$ cat src/inc/msps_regs.vh
`ifndef MSPS_REGS_VH
`define MSPS_REGS_VH

// reported module state codes
`define MSPS_ST_RESETTING 3'h0
`define MSPS_ST_RESET 3'h1
`define MSPS_ST_INIT 3'h2
`define MSPS_ST_LOWPWR 3'h3
`define MSPS_ST_PWRUP 3'h4
`define MSPS_ST_READY 3'h5
`define MSPS_ST_PWRDN 3'h6
`define MSPS_ST_FAULT 3'h7

// peak power advert byte, page 00h
`define MSPS_PEAK_POWER_OFFSET 8'hC9
`define MSPS_PEAK_POWER_DEFAULT 8'h00

// interface init wait, in microseconds
`define MSPS_INIT_WAIT_US 2000
`define MSPS_CLK_MHZ 100
`define MSPS_INIT_WAIT_CYCLES (`MSPS_INIT_WAIT_US * `MSPS_CLK_MHZ)

// shutdown and power step durations, cycles
`define MSPS_SHUTDOWN_CYCLES 16
`define MSPS_PWRUP_CYCLES 16
`define MSPS_PWRDN_CYCLES 16

`endif

$ cat src/rtl/msps_timer.v
`timescale 1ns/1ps
`default_nettype none
module msps_timer #(
    parameter WIDTH = 24
)(
    input wire clk,
    input wire rst,
    input wire start,
    input wire [WIDTH-1:0] load,
    output wire done
);
    reg [WIDTH-1:0] cnt_reg;
    reg run_reg;
    reg done_reg;

    assign done = done_reg;

    always @(posedge clk)
    begin
        if (rst)
        begin
            cnt_reg <= {WIDTH{1'b0}};
            run_reg <= 1'b0;
            done_reg <= 1'b0;
        end
        else if (start)
        begin
            cnt_reg <= load;
            run_reg <= 1'b1;
            done_reg <= 1'b0;
        end
        else if (run_reg)
        begin
            if (cnt_reg <= {{(WIDTH-1){1'b0}}, 1'b1})
            begin
                run_reg <= 1'b0;
                done_reg <= 1'b1;
            end
            cnt_reg <= cnt_reg - {{(WIDTH-1){1'b0}}, 1'b1};
        end
        else
        begin
            done_reg <= 1'b0;
        end
    end
endmodule
`default_nettype wire

$ cat src/rtl/msps_sequencer.v
`timescale 1ns/1ps
`default_nettype none
`include "msps_regs.vh"
module msps_sequencer #(
    parameter FLAT_MEMORY = 0,
    parameter INIT_WAIT_CYCLES = `MSPS_INIT_WAIT_CYCLES,
    parameter [7:0] PEAK_POWER = `MSPS_PEAK_POWER_DEFAULT
)(
    input wire CLK,
    input wire RESET,
    input wire RESET_PIN,
    input wire SOFT_RESET_WRITE,
    input wire SUPPLY_RESET_INPUT_N,
    input wire POWER_GOOD,
    input wire LOW_POWER_REQUEST,
    input wire ALL_PATHS_IDLE,
    input wire FAULT_DETECT,
    input wire STATE_CHANGE_FLAG_CLEAR,
    output reg [2:0] MODULE_STATE,
    output reg [2:0] REPORTED_STATE,
    output reg HIGH_POWER,
    output reg ELECTRONICS_RESET,
    output reg CONFIG_MEM_RESET,
    output reg MGMT_READY,
    output reg MGMT_IGNORE,
    output reg INTERRUPT_ENABLE,
    output reg DEFAULTS_LOAD,
    output reg PATHS_DISCARD,
    output reg PATH_ENABLE,
    output reg SOFT_RESET_BIT,
    output reg STATE_CHANGE_FLAG,
    output reg [7:0] PEAK_POWER_ADVERT
);
    localparam [2:0] S_RESETTING = `MSPS_ST_RESETTING;
    localparam [2:0] S_RESET = `MSPS_ST_RESET;
    localparam [2:0] S_INIT = `MSPS_ST_INIT;
    localparam [2:0] S_LOWPWR = `MSPS_ST_LOWPWR;
    localparam [2:0] S_PWRUP = `MSPS_ST_PWRUP;
    localparam [2:0] S_READY = `MSPS_ST_READY;
    localparam [2:0] S_PWRDN = `MSPS_ST_PWRDN;
    localparam [2:0] S_FAULT = `MSPS_ST_FAULT;
    localparam TW = 28;
    // counts are 32-bit integers; cut to the timer width on purpose
    localparam [31:0] INIT_WIDE = INIT_WAIT_CYCLES;
    localparam [31:0] SHUT_WIDE = `MSPS_SHUTDOWN_CYCLES;
    localparam [31:0] UP_WIDE = `MSPS_PWRUP_CYCLES;
    localparam [31:0] DN_WIDE = `MSPS_PWRDN_CYCLES;
    localparam [TW-1:0] INIT_LOAD = INIT_WIDE[TW-1:0];
    localparam [TW-1:0] SHUT_LOAD = SHUT_WIDE[TW-1:0];
    localparam [TW-1:0] UP_LOAD = UP_WIDE[TW-1:0];
    localparam [TW-1:0] DN_LOAD = DN_WIDE[TW-1:0];

    reg [2:0] state_reg;
    reg [2:0] state_next;
    reg timer_start;
    reg [TW-1:0] timer_load;
    wire timer_done;
    wire reset_condition;
    wire low_power_exit_condition;
    wire entering;
    wire soft_clear;
    wire flag_set;

    // reset and shutdown both keep the electronics down
    function in_ground;
        input [2:0] st;
        begin
            in_ground = (st == S_RESET) || (st == S_RESETTING);
        end
    endfunction

    // management link unusable until init has finished
    function mgmt_off;
        input [2:0] st;
        begin
            mgmt_off = in_ground(st) || (st == S_INIT);
        end
    endfunction

    // power steps may already draw high power
    function high_power_mode;
        input [2:0] st;
        begin
            high_power_mode = (st == S_READY) || (st == S_PWRUP) ||
                (st == S_PWRDN);
        end
    endfunction

    // flat modules hide every internal state
    function [2:0] reported_code;
        input [2:0] st;
        begin
            reported_code = (FLAT_MEMORY != 0) ? S_READY : st;
        end
    endfunction

    // one-cycle strobe on the edge that enters a state
    function entry_to;
        input [2:0] st;
        input [2:0] nxt;
        input ent;
        begin
            entry_to = ent && (nxt == st);
        end
    endfunction

    // flat modules ignore soft and supply reset_condition
    assign reset_condition = RESET_PIN |
        ((FLAT_MEMORY == 0) & (SOFT_RESET_BIT | ~SUPPLY_RESET_INPUT_N));
    assign low_power_exit_condition = LOW_POWER_REQUEST & ALL_PATHS_IDLE;
    assign entering = (state_next != state_reg);
    assign soft_clear = entry_to(S_RESET, state_next, entering);
    // set wins over a clear in the same cycle
    assign flag_set = (FLAT_MEMORY == 0) && entering &&
        ((state_next == S_LOWPWR && !low_power_exit_condition) || state_next == S_READY);

    msps_timer #(
        .WIDTH(TW)
    ) u_timer (
        .clk(CLK),
        .rst(RESET),
        .start(timer_start),
        .load(timer_load),
        .done(timer_done)
    );

    always @*
    begin
        state_next = state_reg;
        // already shutting down: a held reset must not restart the shutdown timer
        if (reset_condition && state_reg != S_RESET && state_reg != S_RESETTING)
        begin
            state_next = S_RESETTING;
        end
        else
        begin
            case (state_reg)
                S_RESETTING:
                begin
                    if (timer_done)
                    begin
                        state_next = S_RESET;
                    end
                end
                S_RESET:
                begin
                    if (!reset_condition && POWER_GOOD)
                    begin
                        state_next = S_INIT;
                    end
                end
                S_INIT:
                begin
                    if (timer_done)
                    begin
                        // flat modules go straight on to ready
                        state_next = (FLAT_MEMORY != 0) ? S_READY : S_LOWPWR;
                    end
                    else if (FAULT_DETECT && FLAT_MEMORY == 0)
                    begin
                        state_next = S_FAULT;
                    end
                end
                S_LOWPWR:
                begin
                    if (FAULT_DETECT)
                    begin
                        state_next = S_FAULT;
                    end
                    else if (!LOW_POWER_REQUEST)
                    begin
                        state_next = S_PWRUP;
                    end
                end
                S_PWRUP:
                begin
                    if (FAULT_DETECT)
                    begin
                        state_next = S_FAULT;
                    end
                    else if (LOW_POWER_REQUEST)
                    begin
                        state_next = S_PWRDN;
                    end
                    else if (timer_done)
                    begin
                        state_next = S_READY;
                    end
                end
                S_READY:
                begin
                    if (FLAT_MEMORY == 0 && FAULT_DETECT)
                    begin
                        state_next = S_FAULT;
                    end
                    else if (FLAT_MEMORY == 0 && low_power_exit_condition)
                    begin
                        state_next = S_PWRDN;
                    end
                end
                S_PWRDN:
                begin
                    // request ignored until back in idle
                    if (FAULT_DETECT)
                    begin
                        state_next = S_FAULT;
                    end
                    else if (timer_done)
                    begin
                        state_next = S_LOWPWR;
                    end
                end
                S_FAULT:
                begin
                    state_next = S_FAULT;
                end
                default:
                begin
                    state_next = S_RESET;
                end
            endcase
        end
    end

    always @*
    begin
        timer_start = 1'b0;
        timer_load = SHUT_LOAD;
        if (entering)
        begin
            case (state_next)
                S_RESETTING:
                begin
                    timer_start = 1'b1;
                    timer_load = SHUT_LOAD;
                end
                S_INIT:
                begin
                    timer_start = 1'b1;
                    timer_load = INIT_LOAD;
                end
                S_PWRUP:
                begin
                    timer_start = 1'b1;
                    timer_load = UP_LOAD;
                end
                S_PWRDN:
                begin
                    timer_start = 1'b1;
                    timer_load = DN_LOAD;
                end
                default:
                begin
                    timer_start = 1'b0;
                    timer_load = SHUT_LOAD;
                end
            endcase
        end
    end

    always @(posedge CLK)
    begin
        if (RESET)
        begin
            state_reg <= S_RESET;
            MODULE_STATE <= S_RESET;
            REPORTED_STATE <= reported_code(S_RESET);
            HIGH_POWER <= 1'b0;
            ELECTRONICS_RESET <= 1'b1;
            CONFIG_MEM_RESET <= 1'b1;
            MGMT_READY <= 1'b0;
            MGMT_IGNORE <= 1'b1;
            INTERRUPT_ENABLE <= 1'b0;
            DEFAULTS_LOAD <= 1'b0;
            PATHS_DISCARD <= 1'b0;
            PATH_ENABLE <= 1'b0;
            SOFT_RESET_BIT <= 1'b0;
            STATE_CHANGE_FLAG <= 1'b0;
            PEAK_POWER_ADVERT <= `MSPS_PEAK_POWER_DEFAULT;
        end
        else
        begin
            state_reg <= state_next;
            MODULE_STATE <= state_next;
            // flat modules never expose internal states
            REPORTED_STATE <= reported_code(state_next);
            // high power only in ready and power steps
            HIGH_POWER <= high_power_mode(state_next);
            ELECTRONICS_RESET <= in_ground(state_next);
            CONFIG_MEM_RESET <= in_ground(state_next) || ((FLAT_MEMORY != 0) && RESET_PIN);
            MGMT_READY <= !mgmt_off(state_next);
            // management accesses ignored while down or initialising
            MGMT_IGNORE <= mgmt_off(state_next);
            INTERRUPT_ENABLE <= (state_next != S_RESET) && (FLAT_MEMORY == 0);
            DEFAULTS_LOAD <= entry_to(S_INIT, state_next, entering);
            PATHS_DISCARD <= entry_to(S_RESETTING, state_next, entering) && (FLAT_MEMORY == 0);
            // flat path stays active through reset; paged needs ready
            PATH_ENABLE <= (FLAT_MEMORY != 0) ? 1'b1 : (state_next == S_READY);
            if (soft_clear)
            begin
                SOFT_RESET_BIT <= 1'b0;
            end
            else if (SOFT_RESET_WRITE && state_reg != S_RESET)
            begin
                SOFT_RESET_BIT <= 1'b1;
            end
            if (flag_set)
            begin
                STATE_CHANGE_FLAG <= 1'b1;
            end
            else if (STATE_CHANGE_FLAG_CLEAR || state_next == S_INIT)
            begin
                STATE_CHANGE_FLAG <= 1'b0;
            end
            PEAK_POWER_ADVERT <= PEAK_POWER;
        end
    end
endmodule
`default_nettype wire

$ cat config.mk
export PLATFORM = sky130hd
export DESIGN_NAME = msps_sequencer
export DESIGN_NICKNAME = d
export VERILOG_FILES = /design/src/rtl/msps_timer.v /design/src/rtl/msps_sequencer.v
export VERILOG_INCLUDE_DIRS = /design/src /design/src/inc
export SDC_FILE = /design/constraint.sdc
export NUM_CORES = 1
export LEC_CHECK = 0
export BUFFER_PORTS_ARGS = -buffer_cell sky130_fd_sc_hd__buf_4
export CORE_AREA = 2 2 71 73
export CTS_CLUSTER_DIAMETER = 120
export DETAILED_ROUTE_END_ITERATION = 7
export DIE_AREA = 0 0 73 75
export GPL_TIMING_DRIVEN = 0
export PLACE_DENSITY = 0.73
export SLEW_MARGIN = 20
export SYNTH_ARGS = -nofsm -noshare
export SYNTH_HDL_FRONTEND = slang
export SYNTH_SLANG_ARGS = --single-unit
$ cat constraint.sdc
create_clock -name CLK -period 2.2 [get_ports CLK]
set_clock_uncertainty 0.2 [all_clocks]
set_input_delay 0.44 -clock CLK [delete_from_list [all_inputs] [get_ports CLK]]
set_output_delay 0.44 -clock CLK [all_outputs]
set_load 0.05 [all_outputs]
==> reports/results.txt <==
Subtracting the final worst setup slack from the clock period gives 2.20 ns. The data required time at the worst endpoint was 2.23 ns; the number of buffer cells added on primary ports was 25. Met1 usage in global routing: 0.249. Capture point of the worst reg-to-reg path: u_timer.cnt_reg[22]. The number of enable-type register cells in the synthesized netlist works out to 0. For hold timing, the worst endpoint is state_reg[2]. Leaving out fill and tap cells, the most frequent cell in the layout is buf_4. The area share of the largest cell type after synthesis is 0.372, and the number of max-slew violations in the final report is 0. TritonCTS built the clock tree. The most used flip-flop cell after synthesis is dfxtp_1. The global routing stage identified its most utilized layer as met2. For this run, the top clock speed supported by timing is 0.455 GHz. In the final routed layout, each cell accounts on average for 15.1 um. The horizontal die dimension is 73 um, and the met2 track demand over resource is 0.342. The sequential element share of the synthesized area was 0.372; the minimum setup slack among reg-to-reg paths was 0.0005 ns. The area added between synthesis and finish works out to 36.6%. The cell area that synthesis handed to floorplanning was 2310 sq um. In this run the remaining antenna-violating nets after routing total 0.

Counting instances, the worst hold path has a depth of 2. The number of cells on the worst reg-to-reg path is 8. Along the worst path, the maximum fanout reaches 10.

The critical path is of the reg -> reg type. The number of failing setup endpoints in the final timing report was 0. The register with the most flip-flops in the layout has 28 of them. The logs give 2610 sq um for the total placed instance area and 85 for the violation count after the first detailed-routing iteration.

The starting utilization of the core area came out at 0.496. In this run the most critical hold path is launched from RESET. The tightest min-delay check is of the in -> reg type. For the number of vias after detailed routing, the log shows 2121. Power spread over the standard cell area amounts to 982 nW/um^2.

Number of I/O pins: 35. The die is 75 um tall. The first global-routing pass estimated 8600 um of wire. The critical path capture point type is a flip-flop. Initial antenna violation count: 0. Clock tree synthesis inserted a total of 5 buffers. Number of maximum-capacitance constraint violations: 0.

Ranked by total cell area, the synthesized netlist is headed by dfxtp_1, nor2_1, xnor2_1. The layout cell share with drive strength beyond 1 came out at 0.425. During synthesis, Yosys emitted a total of 0 warnings.

The repair_antennas step left the layout with diodes totalling 0. The maximum number of pins on one net before global-route repair was 13; the max-slew headroom at the worst pin was 0.594. After routing the design area is 3160 sq um. The number of optimization iterations in the first detailed-route pass is 4.

The via count of the first global-routing pass was 1945; the wire length reported by the detailed router was 5710 um. For the pin with the worst max-slew slack, the measured transition is 0.603 ns. The run gives 60 as the count of cell types in the netlist.

Summed over all nets, the half-perimeter wirelength after detailed placement is 3510 um. The final RePlAce weighted congestion was 0.852; the share of flip-flops with an asynchronous set or reset was 0. The run finished with clean final reports. STA classifies the critical path startpoint as a flip-flop. The tools report the largest vdd supply drop as 0.378 mV. The cell type with the highest aggregate area in the netlist is dfxtp_1. The reported leakage power came out at 1.24 nW. For the global-route usage over all layers, the log shows 0.199. The met3 routing resource usage after global routing was 0.0295; the die area was 5480 sq um. The tools report the floorplan core area as 4660 sq um. The startpoint identified for the worst register-to-register timing path is SOFT_RESET_BIT. The tools report the number of levels the H-tree was split into as 2. In the layout the commonest cells are buf_4, nor2_1, dfxtp_1.

The logs give 25 for the cell row count and 2 for the clock tree buffer depth. The later pin in the worst-skew pair is clocked with a latency of 0.30 ns. In the synthesized netlist, the number of instances is 267. After global routing the overflow that remains totals 0. At the end of the flow, the number of nets in the layout was 336. At the worst endpoint, the arrival time is 2.23 ns.

The average instance in the mapped netlist occupies 8.66 sq um. In this run, post-CTS hold repair placed 0 buffers. The sink count of the clock tree came out at 43. Using the TritonRoute via totals, the vias-per-cell ratio works out to 5.60. The register clock-pin slew on the reported worst setup and hold paths was 0.08 ns. The final worst-path cycle share was 1.00; the count of state elements after synthesis was 43. The number of hold-slack violations in the final timing report came out at 0. Setup total negative slack on the finished layout was measured at 0 ns.

Setup repair after global routing could not meet its margin everywhere. The root buffer cell chosen for the clock tree is clkbuf_8. For this run, design rule violations remaining after detail routing come to 0.
-- per-stage QoR --
| stage | setup slack (ns) | util | cells | hold WS, ns | power, mW |
|---|---|---|---|---|---|
| 5_1_grt | -0.101 | 0.678 | 379 | 0.182 | 3.26 |
| 6_report | 0.000522 | 0.678 | 379 | 0.158 | 3.10 |
| 4_1_cts | -0.0161 | 0.613 | 368 | 0.161 | 2.83 |
| 3_5_place_dp | -0.399 | 0.560 | 353 | 0.270 | 2.08 |
| 2_1_floorplan | -0.00707 | - | 274 | 0.271 | 1.88 |
| 3_3_place_gp | -0.378 | 0.560 | 353 | 0.270 | 2.06 |
-- area by class of cell --
| cell class | count | area [sq um] |
|---|---|---|
| flip-flops and latches | 43 | 880 |
| well taps | 54 | 67.6 |
| plain buffers | 23 | 189 |
| repair buffers | 44 | 355 |
| clock inverters | 1 | 5.00 |
| multi-input cells | 201 | 1560 |
| inverters | 6 | 22.5 |
| fillers | 366 | 1500 |
| clock buffers | 7 | 76.3 |
-- synthesized netlist by cell type, drive strengths merged (2+ instances only) --
| cell type | n |
|---|---|
| nor2 | 46 |
| dfxtp | 43 |
| nand3b | 2 |
| nand3 | 3 |
| a2111oi | 2 |
| o21bai | 2 |
| a311oi | 2 |
| clkbuf | 3 |
| a211o | 2 |
| buf | 21 |
| or2 | 2 |
| o21ai | 8 |
| o22ai | 2 |
| nand2 | 14 |
| o31ai | 3 |
| and3 | 3 |
| nand2b | 7 |
| ha | 2 |
| a21oi | 13 |
| nor3 | 9 |
| a211oi | 4 |
| inv | 6 |
| nor4 | 9 |
| xor2 | 10 |
| or3b | 3 |
| nand4 | 5 |
| or4 | 4 |
| a31o | 2 |
| xnor2 | 11 |
| nor3b | 3 |
| nor2b | 4 |
| o21ba | 2 |
-- metal layers --
layer | part of all wire | routed length, um | vias up
met1 | 0.43 | 2440 | 1032
met5 | 0 | 0 | -
met2 | 0.52 | 2990 | 41
met4 | 0.024 | 137 | 0
met3 | 0.025 | 142 | 15
li1 | - | - | 1033
-- where the power goes --
group / internal (mW) / switching, mW / leakage, nW
logic: 0.749 / 0.832 / 0.844
clock network: 0.223 / 0.269 / 0.0422
registers: 0.887 / 0.141 / 0.354
total: 1.86 / 1.24 / 1.24
-- cell families (layout without fill, tap and decap cells) --
kind of cell	Yosys count	count (layout)	synth area share
and+or+nand+nor	120	120	0.295
AOI/OAI and AO/OA	49	49	0.161
adders and majority gates	2	2	0.0108
DFF	43	43	0.372
buffers and inverters	30	81	0.0757
other	1	8	0.00162
muxes	1	1	0.00487
xor gates and xnor gates	21	21	0.0795
-- repair_timing --
action / CTS / global route
setup endpoints to repair: 29 / 31
gates cloned: 0 / 1
resized for setup: 25 / 52
buffers inserted: 7 / 11
pin swaps: 5 / 21
-- critical path, cell delays in order (launching register included) --
cell and delay, ns:
dfxtp_4 0.37, or3b_4 0.44, a221o_1 0.30, o21ai_2 0.18, a31o_4 0.16, buf_4 0.13, nand2b_4 0.09, buf_8 0.16
nor2_1 0.10
-- worst max-delay path by stage --
| stage | start | end | slack [ns] |
|---|---|---|---|
| finish | SOFT_RESET_BIT | u_timer.cnt_reg[22] | 0.0005 |
| global route | state_reg[2] | u_timer.cnt_reg[16] | -0.10 |
| CTS | u_timer.cnt_reg[11] | u_timer.run_reg | -0.02 |
| detailed placement | RESET_PIN | u_timer.cnt_reg[20] | -0.40 |
| global placement | RESET_PIN | u_timer.done | -0.38 |
| floorplan | state_reg[0] | STATE_CHANGE_FLAG | -0.007 |
No activity file was read; power rests on OpenSTA's default activity.
